===== src/ccr_defs.svh =====
`ifndef CCR_DEFS_SVH
`define CCR_DEFS_SVH

// register pointer values
`define CCR_ADDR_FIXED  8'h00
`define CCR_ADDR_CTRL   8'h01
`define CCR_ADDR_VF     8'h02
`define CCR_ADDR_IPK    8'h03

// output_control_config bit positions
`define CCR_BIT_EN      7
`define CCR_BIT_RAMP    6
`define CCR_BIT_FAST    5
`define CCR_BIT_ZC      4
`define CCR_BIT_EMI     3
`define CCR_BIT_BUCK    2
`define CCR_BIT_ACT     1
`define CCR_BIT_PSV     0

// reset values per variant
`define CCR_CTRL_RST_A  8'hf0
`define CCR_CTRL_RST_B  8'hd1
`define CCR_CTRL_RST_C  8'h51
`define CCR_VF_RST_A    8'he8
`define CCR_VF_RST_BC   8'hea
`define CCR_IPK_RST_AC  8'ha8
`define CCR_IPK_RST_B   8'h68

// timing: clock 250 MHz, ramp step 50 us
`define CCR_CLK_HZ        64'hee6b280
`define CCR_CLK_PERIOD_NS 32'h4
`define CCR_RAMP_STEP_NS  32'hc350
`define CCR_RAMP_CYC      (`CCR_RAMP_STEP_NS / `CCR_CLK_PERIOD_NS)
`define CCR_MILLI         64'h3e8
`define CCR_PER_CYC(mhz)  ((`CCR_CLK_HZ * `CCR_MILLI) / (mhz))

// frequency thresholds in millihertz
`define CCR_RISE0_MHZ   64'h17d7840
`define CCR_RISE1_MHZ   64'h2160ec0
`define CCR_RISE2_MHZ   64'h2faf080
`define CCR_RISE3_MHZ   64'h5f5e100
`define CCR_FALL0_MHZ   64'h5d75c8
`define CCR_FALL1_MHZ   64'h7de290
`define CCR_FALL2_MHZ   64'hbebc20
`define CCR_FALL3_MHZ   64'h17d7840

// voltage and current scales
`define CCR_VOUT_BASE_MV 13'h9c4
`define CCR_VOUT_STEP_MV 13'h032
`define CCR_VOUT_TOP_MV  13'h12c0
`define CCR_OUTPUT_VOLTAGE_CODE_SAT     6'h2e
`define CCR_IPK_STEP_MA  10'h032
`define CCR_IPK_HALF_MA  10'h019
`define CCR_IPK_TOP_MA   10'h2ee
`define CCR_IPK_TOPH_MA  10'h177
`define CCR_IPK_TOP_CODE 4'hf
`define CCR_PER_MAX      17'h1ffff

`endif


===== src/ccr_pkg.sv =====
package ccr_pkg;

    typedef enum logic [1:0] {
        CCR_VAR_A = 2'b00,
        CCR_VAR_B = 2'b01,
        CCR_VAR_C = 2'b10
    } ccr_variant_e;

    typedef struct packed {
        logic       addr_load;
        logic [7:0] addr;
        logic       wr;
        logic       rd;
        logic [7:0] wdata;
    } ccr_req_s;

    typedef struct packed {
        logic        output_enable;
        logic        voltage_ramp_select;
        logic        fast_response;
        logic        zero_cross_comparator_off;
        logic        slow_edge_select;
        logic        buck_only;
        logic        active_discharge_select;
        logic        passive_discharge_select;
        logic [1:0]  freq_threshold_select;
        logic        keep_blocks_on;
        logic [5:0]  output_voltage_code;
        logic [12:0] output_voltage_mv;
        logic [3:0]  peak_current_code_high;
        logic [9:0]  peak_current_high_ma;
        logic [3:0]  peak_current_code_low;
        logic [9:0]  peak_current_low_ma;
    } ccr_cfg_s;

endpackage


===== src/ccr_regs.sv =====
`timescale 1ns/1ps
`include "ccr_defs.svh"

module ccr_regs
    import ccr_pkg::*;
#(
    parameter ccr_variant_e     VARIANT       = CCR_VAR_A,
    parameter logic [13:0]      RAMP_STEP_CYC = 14'(`CCR_RAMP_CYC),
    parameter logic [3:0][16:0] RISE_CYC      = {17'(`CCR_PER_CYC(`CCR_RISE3_MHZ)),
                                                 17'(`CCR_PER_CYC(`CCR_RISE2_MHZ)),
                                                 17'(`CCR_PER_CYC(`CCR_RISE1_MHZ)),
                                                 17'(`CCR_PER_CYC(`CCR_RISE0_MHZ))},
    parameter logic [3:0][16:0] FALL_CYC      = {17'(`CCR_PER_CYC(`CCR_FALL3_MHZ)),
                                                 17'(`CCR_PER_CYC(`CCR_FALL2_MHZ)),
                                                 17'(`CCR_PER_CYC(`CCR_FALL1_MHZ)),
                                                 17'(`CCR_PER_CYC(`CCR_FALL0_MHZ))}
)(
    // clock and reset
    input  wire logic       mclk,
    input  wire logic       sys_rst,
    // byte access from the serial engine
    input  wire ccr_req_s   req,
    output logic            addr_ok_r,
    output logic [7:0]      rdata_r,
    // converter side
    input  wire logic       switch_size_halving,
    input  wire logic       sw_pulse_pin,
    output ccr_cfg_s        cfg_r
);

    function automatic logic [7:0] rst_val(input ccr_variant_e v, input logic [7:0] a);
        rst_val = 8'h00;
        case (a)
            `CCR_ADDR_CTRL: rst_val = (v == CCR_VAR_A) ? `CCR_CTRL_RST_A :
                                      (v == CCR_VAR_B) ? `CCR_CTRL_RST_B : `CCR_CTRL_RST_C;
            `CCR_ADDR_VF:   rst_val = (v == CCR_VAR_A) ? `CCR_VF_RST_A : `CCR_VF_RST_BC;
            `CCR_ADDR_IPK:  rst_val = (v == CCR_VAR_B) ? `CCR_IPK_RST_B : `CCR_IPK_RST_AC;
            default:        rst_val = 8'h00;
        endcase
    endfunction

    function automatic logic addr_hit(input logic [7:0] a);
        addr_hit = (a == `CCR_ADDR_CTRL) || (a == `CCR_ADDR_VF) || (a == `CCR_ADDR_IPK);
    endfunction

    function automatic logic [5:0] vsat(input logic [5:0] c);
        vsat = (c > `CCR_OUTPUT_VOLTAGE_CODE_SAT) ? `CCR_OUTPUT_VOLTAGE_CODE_SAT : c;
    endfunction

    function automatic logic [12:0] vout_mv(input logic [5:0] c);
        vout_mv = `CCR_VOUT_BASE_MV + 13'(vsat(c)) * `CCR_VOUT_STEP_MV;
    endfunction

    function automatic logic [9:0] ipk_ma(input logic [3:0] c, input logic low, input logic halve);
        if (c == 4'h0) begin
            ipk_ma = 10'h000;
        end else if (low && c == `CCR_IPK_TOP_CODE) begin
            ipk_ma = halve ? `CCR_IPK_TOPH_MA : `CCR_IPK_TOP_MA;
        end else begin
            ipk_ma = 10'(c) * (halve ? `CCR_IPK_HALF_MA : `CCR_IPK_STEP_MA);
        end
    endfunction

    localparam logic [7:0] CTRL_RST = rst_val(VARIANT, `CCR_ADDR_CTRL);
    localparam logic [7:0] VF_RST   = rst_val(VARIANT, `CCR_ADDR_VF);
    localparam logic [7:0] IPK_RST  = rst_val(VARIANT, `CCR_ADDR_IPK);

    logic [7:0]  ctrl_r;
    logic [7:0]  vf_r;
    logic [7:0]  ipk_r;
    logic [7:0]  ptr_r;
    logic        latch_zc_r;
    logic        latch_buck_r;
    logic [5:0]  vcode_r;
    logic [13:0] step_cnt_r;
    logic        step_tick_r;
    logic [2:0]  sw_sync_r;
    logic [16:0] per_cnt_r;
    logic        keep_on_r;
    logic        sw_edge;
    logic        ramp_up;

    assign sw_edge = sw_sync_r[1] & ~sw_sync_r[2];
    assign ramp_up = ctrl_r[`CCR_BIT_RAMP] && (vsat(vf_r[5:0]) > vsat(vcode_r));

    // register writes
    always_ff @(posedge mclk) begin
        if (sys_rst) begin
            ctrl_r <= CTRL_RST;
            vf_r   <= VF_RST;
            ipk_r  <= IPK_RST;
        end else if (req.wr && !req.addr_load) begin
            case (ptr_r)
                `CCR_ADDR_CTRL: ctrl_r <= req.wdata;
                `CCR_ADDR_VF:   vf_r   <= req.wdata;
                `CCR_ADDR_IPK:  ipk_r  <= req.wdata;
                default:        ;
            endcase
        end
    end

    // register pointer
    always_ff @(posedge mclk) begin
        if (sys_rst) begin
            ptr_r <= `CCR_ADDR_FIXED;
        end else if (req.addr_load) begin
            ptr_r <= req.addr;
        end else if ((req.wr || req.rd) && ptr_r != `CCR_ADDR_FIXED) begin
            ptr_r <= ptr_r + 8'h01;
        end
    end

    // read data and address acknowledge
    always_ff @(posedge mclk) begin
        if (sys_rst) begin
            rdata_r   <= 8'h00;
            addr_ok_r <= 1'b0;
        end else begin
            addr_ok_r <= addr_hit(ptr_r);
            case (ptr_r)
                `CCR_ADDR_CTRL: rdata_r <= ctrl_r;
                `CCR_ADDR_VF:   rdata_r <= vf_r;
                `CCR_ADDR_IPK:  rdata_r <= ipk_r;
                default:        rdata_r <= 8'h00;
            endcase
        end
    end

    // internal latches follow the register only while disabled
    always_ff @(posedge mclk) begin
        if (sys_rst) begin
            latch_zc_r   <= CTRL_RST[`CCR_BIT_ZC];
            latch_buck_r <= CTRL_RST[`CCR_BIT_BUCK];
        end else if (!ctrl_r[`CCR_BIT_EN]) begin
            latch_zc_r   <= ctrl_r[`CCR_BIT_ZC];
            latch_buck_r <= ctrl_r[`CCR_BIT_BUCK];
        end
    end

    // ramp step divider
    always_ff @(posedge mclk) begin
        if (sys_rst) begin
            step_cnt_r  <= 14'h0000;
            step_tick_r <= 1'b0;
        end else if (step_cnt_r >= RAMP_STEP_CYC - 14'h0001) begin
            step_cnt_r  <= 14'h0000;
            step_tick_r <= 1'b1;
        end else begin
            step_cnt_r  <= step_cnt_r + 14'h0001;
            step_tick_r <= 1'b0;
        end
    end

    // applied voltage code
    always_ff @(posedge mclk) begin
        if (sys_rst) begin
            vcode_r <= VF_RST[5:0];
        end else if (ramp_up) begin
            if (step_tick_r) begin
                vcode_r <= vcode_r + 6'h01;
            end
        end else begin
            vcode_r <= vf_r[5:0];
        end
    end

    // switching pulse synchroniser
    always_ff @(posedge mclk) begin
        if (sys_rst) begin
            sw_sync_r <= 3'h0;
        end else begin
            sw_sync_r <= {sw_sync_r[1:0], sw_pulse_pin};
        end
    end

    // switching period and keep-on hysteresis
    always_ff @(posedge mclk) begin
        if (sys_rst) begin
            per_cnt_r <= `CCR_PER_MAX;
            keep_on_r <= 1'b0;
        end else begin
            if (sw_edge) begin
                per_cnt_r <= 17'h00001;
            end else if (per_cnt_r != `CCR_PER_MAX) begin
                per_cnt_r <= per_cnt_r + 17'h00001;
            end
            if (sw_edge && per_cnt_r < RISE_CYC[vf_r[7:6]]) begin
                keep_on_r <= 1'b1;
            end else if (per_cnt_r >= FALL_CYC[vf_r[7:6]]) begin
                keep_on_r <= 1'b0;
            end
        end
    end

    // registered configuration outputs
    always_ff @(posedge mclk) begin
        if (sys_rst) begin
            cfg_r <= '0;
        end else begin
            cfg_r.output_enable             <= ctrl_r[`CCR_BIT_EN];
            cfg_r.voltage_ramp_select       <= ctrl_r[`CCR_BIT_RAMP];
            cfg_r.fast_response             <= ctrl_r[`CCR_BIT_FAST];
            cfg_r.zero_cross_comparator_off <= latch_zc_r;
            cfg_r.slow_edge_select          <= ctrl_r[`CCR_BIT_EMI];
            cfg_r.buck_only                 <= latch_buck_r;
            cfg_r.active_discharge_select   <= ctrl_r[`CCR_BIT_ACT];
            cfg_r.passive_discharge_select  <= ctrl_r[`CCR_BIT_PSV];
            cfg_r.freq_threshold_select     <= vf_r[7:6];
            cfg_r.keep_blocks_on            <= keep_on_r;
            cfg_r.output_voltage_code       <= vcode_r;
            cfg_r.output_voltage_mv         <= vout_mv(vcode_r);
            cfg_r.peak_current_code_high    <= ipk_r[7:4];
            cfg_r.peak_current_high_ma      <= ipk_ma(ipk_r[7:4], 1'b0, switch_size_halving);
            cfg_r.peak_current_code_low     <= ipk_r[3:0];
            cfg_r.peak_current_low_ma       <= ipk_ma(ipk_r[3:0], 1'b1, switch_size_halving);
        end
    end
endmodule


===== config.mk =====
export PLATFORM = sky130hd
export DESIGN_NAME = ccr_regs
export DESIGN_NICKNAME = d
export VERILOG_FILES = /design/src/ccr_pkg.sv /design/src/ccr_regs.sv
export VERILOG_INCLUDE_DIRS = /design/src /design/src/src
export SDC_FILE = /design/constraint.sdc
export NUM_CORES = 1
export LEC_CHECK = 0
export ABC_CLOCK_PERIOD_IN_PS = 4000
export BUFFER_PORTS_ARGS = -buffer_cell sky130_fd_sc_hd__clkbuf_2
export CAP_MARGIN = 25
export CORE_MARGIN = 2
export CORE_UTILIZATION = 50
export CTS_BUF_LIST = sky130_fd_sc_hd__clkbuf_16
export CTS_CLUSTER_DIAMETER = 50
export DETAILED_ROUTE_END_ITERATION = 10
export GPL_TIMING_DRIVEN = 0
export PLACE_DENSITY = 0.81
export SLEW_MARGIN = 15
export SYNTH_ARGS = -nofsm -noshare
export SYNTH_HDL_FRONTEND = slang
export SYNTH_SLANG_ARGS = --single-unit

===== constraint.sdc =====
create_clock -name mclk -period 4 [get_ports mclk]
set_clock_uncertainty 0.1 [all_clocks]
set_input_delay 0.4 -clock mclk [delete_from_list [all_inputs] [get_ports mclk]]
set_output_delay 0.4 -clock mclk [all_outputs]
set_load 0.005 [all_outputs]

# == Word-level counts from Yosys, hierarchy flattened ==
# Index checks and enable logic that the tools add are counted.
# classes
add_sub_neg,5
n_mul,3
order_cmp,7
eq_ne,6
n_mux,19
bitwise_logic,2
reduce_logical,21
# ops
op,n
17-bit binary-select mux with 2-bit select,2
17-bit two-way mux,4
6-bit two-way mux,5
8-bit one-hot mux with 3 select lines,1
10-bit two-way mux,2
17-bit by 1-bit adder with 17-bit output (second input constant),1
17-bit >= comparator,1
17-bit < comparator,1
17-bit != test (second input constant),1
8-bit by 2-bit == test with 1-bit output (second input constant),2
8-bit two-way mux,2
14-bit by 1-bit adder with 14-bit output (second input constant),1
14-bit >= comparator (second input constant),1
12-bit by 12-bit adder with 13-bit output (first input constant),1
6-bit greater-than comparator (second input constant),2
6-bit by 5-bit multiplier with 11-bit output (second input constant),1
4-bit by 10-bit multiplier with 10-bit output,1
4-bit by 6-bit multiplier with 10-bit output,1
8-bit by 1-bit adder with 8-bit output (second input constant),1
8-bit by 1-bit == test with 1-bit output (second input constant),1
4-bit zero test,2
8-bit nonzero test,1
2-bit OR reduction,4
6-bit by 1-bit adder with 6-bit output (second input constant),1
12 further kinds,23
# totals
regBits,143
in_bits,23
output_inout_bits,67
word_cells,94

# == Depth between registers and ports, before layout ==
# Gate-level depths: netlist of run 1.
# depth
depth_word,5
depth_mapped,15
ltp_nobuf,14

# == Least setup slack after synthesis of run 1 ==
# No wires, ideal clock.
# synth_path
kind,reg-to-reg
start,reg vcode_r[0]
end,reg cfg_r[39] (netlist bit)
setup_time_ns,0.072
arrival_ns,3.892
required_ns,3.828
path_slack_ns,-0.064
stages_incl_launch_ff,15
n_path_buf,1
synth_period_minus_slack_ns,4.064
path_cell_list,dfxtp_1 buf_6 inv_1 ha_1 and4b_1 o21ai_0 nand2b_1 ha_1 ha_1 ha_1 fa_1 xor2_1 or4_4 o211ai_2 mux2i_1
# synth_via
elab_chain_len,4
# synth_lines
element,line,source
"start, declared",ccr_regs.sv:74,logic [5:0] vcode_r;
"start signal, assigned",ccr_regs.sv:157,vcode_r <= VF_RST[5:0];
"start signal, assigned",ccr_regs.sv:160,vcode_r <= vcode_r + 6'h01;
"start signal, assigned",ccr_regs.sv:163,vcode_r <= vf_r[5:0];
6-bit greater-than comparator (no source line),--,
6-bit two-way mux (*),ccr_regs.sv:47,vsat = (c > `CCR_OUTPUT_VOLTAGE_CODE_SAT) ? `CCR_OUTPUT_VOLTAGE_CODE_SAT : c;
6-bit by 5-bit multiplier with 11-bit output (no source line) (*),--,
12-bit by 12-bit adder with 13-bit output (no source line) (*),--,
"end, declared",ccr_regs.sv:28,output ccr_cfg_s cfg_r
# Mark *: on every way between the ends. The rest lies on a longest branch, timed or not.
# A chain may end at the register's enable or synchronous reset.

# == Worst setup path in the final report of run 1 ==
# Ends and elaborated chain as after synthesis.

==> results of run 1 <==
-- state kept, by name, summed over array words and instances, names as in the netlist, 3 cells and up --
signal / count
vcode_r: 6
sw_sync_r: 3
vf_r: 8
per_cnt_r: 17
step_cnt_r: 14
ctrl_r: 8
rdata_r: 8
ipk_r: 8
cfg_r: 57
ptr_r: 8
-- where the power goes --
group | total (µW) | internal (µW) | switching [µW]
clock | 1720 | 1100 | 619
sequential | 1690 | 1530 | 158
combinational | 791 | 365 | 427
-- worst paths after layout --
check / from / end / slack [ns]
max: vcode_r[0] / cfg_r[39] / 0.12
min: sw_pulse_pin / sw_sync_r[0] / 0.08
max reg2reg: vcode_r[0] / cfg_r[39] / 0.12
min reg2reg: sw_sync_r[0] / sw_sync_r[1] / 0.36
-- cells in the final DEF, fill, tap and decap left out, drive strengths merged, types with 11 or more instances in the layout --
cell	n
a21o	11
a21oi	46
and2	11
buf	18
clkbuf	132
dfxtp	142
ha	82
inv	49
mux2i	12
nand2	73
nand3	53
nand4	14
nor2	78
nor2b	36
nor3	17
nor4	11
o21ai	38
xnor2	31
xor2	21
-- metrics by stage --
| stage | power, µW | setup WS, ns | hold WS [ns] | util, % | std cells |
|---|---|---|---|---|---|
| 2_1_floorplan | 2260 | 0.0851 | 0.314 | - | 887 |
| 3_3_place_gp | 2440 | -0.277 | 0.320 | 55.7 | 1163 |
| 3_5_place_dp | 2480 | -0.253 | 0.341 | 55.7 | 1163 |
| 4_1_cts | 4200 | 0.0333 | 0.0803 | 60.2 | 1196 |
| 5_1_grt | 4400 | -0.00501 | 0.0934 | 60.5 | 1198 |
| 6_report | 4200 | 0.120 | 0.0815 | 60.5 | 1198 |
-- kinds of logic (layout without fill, tap and decap cells) --
family	after synthesis	count (layout)	synth area share [%]
AOI/OAI and AO/OA	143	143	12.0
xor gates and xnor gates	52	52	5.89
adders and majority gates	91	91	15.6
buffers and inverters	89	212	4.60
DFF	142	142	36.8
muxes	15	15	2.04
other	2	9	0.0972
and+or+nand+nor	346	346	23.0
-- routing by layer --
metal  track usage, %  vias to the layer above  share of wire [%]
li1                 -                     3298                  -
met1             31.2                     3123                 45
met2             37.3                      283                 46
met3             5.05                       37                7.2
met4             8.99                        0                2.1
met5                0                        -                  0
-- what timing repair did --
item / 4_1_cts / 5_1_grt
endpoints found under the setup margin: 6 / 5
pin swaps: 0 / 1
gates resized for setup: 7 / 4
hold endpoints to repair: 0 / 0
setup buffers: 1 / 2
cloned: 0 / 0
hold buffers: 0 / 0
-- final cells by class --
class,count,area (µm²),share of cell area (%)
plain buffers,42,179,1.95
clock buffers,17,425,4.64
clock inverters,15,218,2.38
inverters,47,180,1.97
multi-input cells,656,4620,50.4
flip-flops and latches,142,2850,31.0
well taps,188,235,2.57
repair buffers,91,463,5.05
-- critical path, stage by stage (launching register included) --
cell,delay [ns]
dfxtp_2,0.32
buf_6,0.13
clkinvlp_4,0.10
ha_1,0.17
and4b_2,0.26
o21ai_4,0.23
nand2b_1,0.16
ha_4,0.31
ha_4,0.20
ha_4,0.22
fa_1,0.45
xor2_1,0.20
or4_4,0.57
o211ai_4,0.20
mux2i_1,0.19
==> flow_summary_export.csv, run 1 <==
group,metric,value,unit
outcome,status,"finished, final reports clean",
clock_network,cts_tree,"done",
synth,ys_warn_count,0,
synth,ys_async_sr_fraction,0,%
final_layout,drive_gt1_share,15.9,%
synth,yosys.area.top_type,"dfxtp_1",
hold_path,min_path_type,"in2reg",
drt,drtAntennaViolNets,0,
floorplanning,initial_core_util,51.0,%
floorplanning,core_area,15100,µm²
sta,slew_headroom,50.6,%
final_layout,syn_to_final_growth,18.6,%
critical_path,critPathKind,"reg2reg",
placed_design,placed_cell_area,8430,µm²
pwr,leakage,0.00412,µW
sta,hold_viol,0,
final_layout,finalInstanceArea,9170,µm²
critical_path,crit_required,4.26,ns
clock_network,htree_levels,4,
global_route,track_usage,23.4,%
drt,vias_per_cell,5.63,
global_route,grt_pass1_wl,30600,µm
floorplanning,row_count,45,
critical_path,rr_worst_depth,14,
pwr,power_density,458,nW/µm²
hold_path,min_path_cells,2,
final_layout,fillCellCount,1251,
drt,drtIter0Drc,578,
synth,synth.most_common_cell,"dfxtp_1",
synth,synth_top_flop_cell,"dfxtp_1",
global_route,grt_max_degree,17,
synth,synth_cells,880,
global_route,grt_antenna_before_repair,0,
drt,drc,0,
final_layout,num_antenna_cells,0,
global_route,grt_pass1_vias,6332,
sta,tns,0,ns
synth,synth_edf_count,0,
floorplanning,die_w,128,µm
drt,wire_per_inst,15.5,µm
drt,via_count,6741,
placed_design,dp_hpwl,13300,µm
drt,wl,18600,µm
job,cap_viol_max_count,0,
critical_path,worstPathArrival,4.14,ns
floorplanning,ioPinCount,90,
global_route,grt.overflow.total,0,
drt,drt_pre_antenna_iters,5,
sta,tightest_slew,0.741,ns
clock_network,clock_sinks,142,
final_layout,layout.nets,1111,
sta,period_needed,3.88,ns
floorplanning,die_area,16500,µm²
critical_path,start_kind,"flop",
clock_network,numCtsBuffers,17,
synth,avgSynthCellArea,8.78,µm²
synth,synth_common_cells,"dfxtp_1 (142), ha_1 (82), nor2_1 (78), nand2_1 (73), nand3_1 (53)",
clock_network,clockRootBuffer,"clkbuf_16",
clock_network,clk_path_buf_depth,2,
sta,setup_viol,0,
critical_path,cp-end-kind,"flop",
sta,fmax,0.258,GHz
clock_network,insertion_delay,0.43,ns
synth,synth.ff_latch_count,142,
sta,period_share,97.0,%
sta,maxSlewViolCount,0,
synth,synth_seq_area_share,36.8,%
synth,netlist_area,7730,µm²
pwr,ir_worst_vdd,0.352,mV
placed_design,numPortBuffers,88,
clock_network,clk_pin_slew_worst_paths,0.06,ns
synth,synth_top_area_share,36.8,%
synth,synth.area.top_cells,"dfxtp_1 (37%), ha_1 (13%), nor2_1 (3.8%)",
floorplanning,die_y,128,µm
placed_design,routabilityCongestion,0.918,
critical_path,cp_max_fo,8,
synth,yosysUniqueCellTypes,70,
Power figures use the tool's default switching activity.
==> run 2: changes to the inputs <==
- ABC_CLOCK_PERIOD_IN_PS: 4000 -> 4500
- PLACE_DENSITY: 0.81 -> 0.78
- clock period: 4 -> 4.5 ns (I/O delays scaled with it)
==> run 2 against run 1 <==
Effect of this change: register-to-register slack better by 0.13 ns; sequential power shrank 11%; die area stayed put; final cell count decreased by 0.25%; non-clock buffer count is 3 lower; sequential share of layout area increased by 0.68 points.
==> flow_summary_export.csv, run 2 (same netlist as run 1, synthesis figures left out) <==
group,metric,value,unit
sta,setup_viol,0,
final_layout,top_register,"cfg_r",
clock_network,cts_tree,"done",
pwr,seq_power_share,43.3,%
sta,tns,0,ns
sta,rsz0062_at_grt,"false",
global_route,grt_antenna_before_repair,0,
drt,drt_pre_antenna_iters,6,
final_layout,seq_area,2840,µm²
pwr,ir_worst_vdd,0.325,mV
final_layout,reg.largest.list,"cfg_r x57, per_cnt_r x17, step_cnt_r x14",
drt,wire_per_inst,15.3,µm
critical_path,crit_start,"vcode_r[0]",
final_layout,num_antenna_cells,0,
drt,wl_met1,8620,µm
clock_network,clockRootBuffer,"clkbuf_16",
floorplanning,row_count,45,
final_layout,largest_reg_flops,57,
pwr,pwr-share-comb,20.4,%
clock_network,clk_pin_slew_worst_paths,0.06,ns
final_layout,mostFrequentLayoutCells,"dfxtp_1 (142), clkbuf_2 (88), ha_1 (82)",
sta,hold_viol,0,
sta,final.setup.worst_slack,0.249,ns
global_route,track_usage,23.1,%
clock_network,post_cts_buffers,0,
critical_path,reg2reg_from,"vcode_r[0]",
drt,wl_met3,1050,µm
clock_network,numCtsBuffers,17,
drt,wl_met2,8350,µm
floorplanning,die_y,128,µm
placed_design,dp_slack,-0.0353,ns
sta,period_share,94.5,%
clock_network,clk_path_buf_depth,2,
sta,maxSlewViolCount,0,
drt,drtIter0Drc,649,
clock_network,clock_sinks,142,
critical_path,rr_endpoint,"cfg_r[39]",
global_route,grt_pass1_wl,30400,µm
final_layout,finalInstanceArea,8960,µm²
placed_design,placed_cell_area,8430,µm²
global_route,grt_pass1_vias,6283,
floorplanning,ioPinCount,90,
drt,drtAntennaViolNets,0,
critical_path,critPathCapture,"cfg_r[39]",
drt,via_count,6624,
sta,fmax,0.235,GHz
sta,tightest_slew,0.774,ns
clock_network,insertion_delay,0.44,ns
floorplanning,die_w,128,µm
critical_path,start_kind,"flop",
pwr,p_int,2380,µW
critical_path,rr_worst_depth,14,
drt,wl,18300,µm
drt,vias_per_cell,5.54,
floorplanning,initial_core_util,51.0,%
pwr,power_density,386,nW/µm²
floorplanning,core_area,15100,µm²
critical_path,cp-end-kind,"flop",
global_route,grt_max_degree,17,
drt,top_layer,"met4",
sta,period_needed,4.25,ns
critical_path,crit_required,4.76,ns
clock_network,htree_levels,4,
placed_design,numPortBuffers,88,
critical_path,cp_max_fo,8,
final_layout,syn_to_final_growth,15.9,%
sta,slew_headroom,48.4,%
pwr,switching_share,31.2,%
drt,drc,0,
critical_path,critPathKind,"reg2reg",
critical_path,worstPathArrival,4.52,ns
placed_design,routabilityCongestion,0.897,
global_route,grt.overflow.total,0,
floorplanning,die_area,16500,µm²
pwr,p_clk_share,36.3,%
final_layout,multiInputGateArea,4560,µm²
outcome,status,"finished, final reports clean",
pwr,leakage,0.00404,µW
final_layout,layout_commonest_cell,"dfxtp_1",
pwr,switching_power,1080,µW
final_layout,drive_gt1_share,14.9,%
job,cap_viol_max_count,0,
final_layout,fillCellCount,1328,
final_layout,layout.nets,1108,
critical_path,rrSetupSlack,0.25,ns
hold_path,min_path_type,"in2reg",
placed_design,dp_hpwl,13200,µm
pwr,power,3460,µW
==> run 2: cell count changes in the layout (fill, tap and decap cells not counted), sizes merged <==
| cell | delta |
|---|---|
| bufinv | -5 |
| clkinvlp | +4 |
| buf | -3 |
| inv | +2 |
| clkinv | -1 |
==> run 2: worst max-delay path: stages (launching register included) <==
cell and delay [ns]:
dfxtp_1 0.33, buf_6 0.14, inv_1 0.17, ha_1 0.21, and4b_1 0.24, o21ai_2 0.29, nand2b_1 0.12, ha_1 0.33
ha_1 0.30, ha_1 0.32, fa_1 0.46, xor2_1 0.20, or4_4 0.56, o211ai_2 0.21, mux2i_1 0.20
==> run 2: power by group through the flow <==
stage	Clock [µW]	Sequential [µW]	Combinational, µW
3_3_place_gp	0	1520	662
2_1_floorplan	0	1480	525
4_1_cts	1270	1490	699
3_5_place_dp	0	1520	687
5_1_grt	1320	1510	805
6_report	1260	1500	705
==> run 2: final cells by class <==
cell class	instances	area share [%]
buffer	42	2.00
timing repair buffer	88	4.91
clock inverter	15	1.13
tap	188	2.62
inverter	47	1.97
clock buffer	17	4.75
multi-input combinational	656	50.9
sequential	142	31.7
==> run 2: worst min path at each step <==
stage,startpoint,end,slack [ns],depth (start not counted)
after global placement,sw_sync_r[0],sw_sync_r[1],0.32,1
after global routing,sw_pulse_pin,sw_sync_r[0],0.14,2
after floorplan,sw_sync_r[0],sw_sync_r[1],0.31,1
final,sw_pulse_pin,sw_sync_r[0],0.12,2
after detailed placement,sw_sync_r[0],sw_sync_r[1],0.33,1
after CTS,sw_pulse_pin,sw_sync_r[0],0.13,2
==> run 2: metrics by stage <==
| step | hold WS (ns) | util [%] | cells |
|---|---|---|---|
| global route | 0.142 | 59.2 | 1195 |
| detailed placement | 0.330 | 55.7 | 1163 |
| CTS | 0.126 | 59.1 | 1195 |
| floorplan | 0.314 | - | 887 |
| global placement | 0.316 | 55.7 | 1163 |
| finish | 0.121 | 59.2 | 1195 |
==> run 2: what timing repair did <==
action                     in CTS  in global routing
hold buffers                    0                  0
setup endpoints to repair       2                  4
cloned                          0                  0
gates resized for setup         1                  1
==> run 2: routing by layer <==
layer	track usage, %	up-vias
met5	0	-
met4	7.37	0
met3	4.92	19
met2	37.0	187
met1	31.4	3124
li1	-	3294
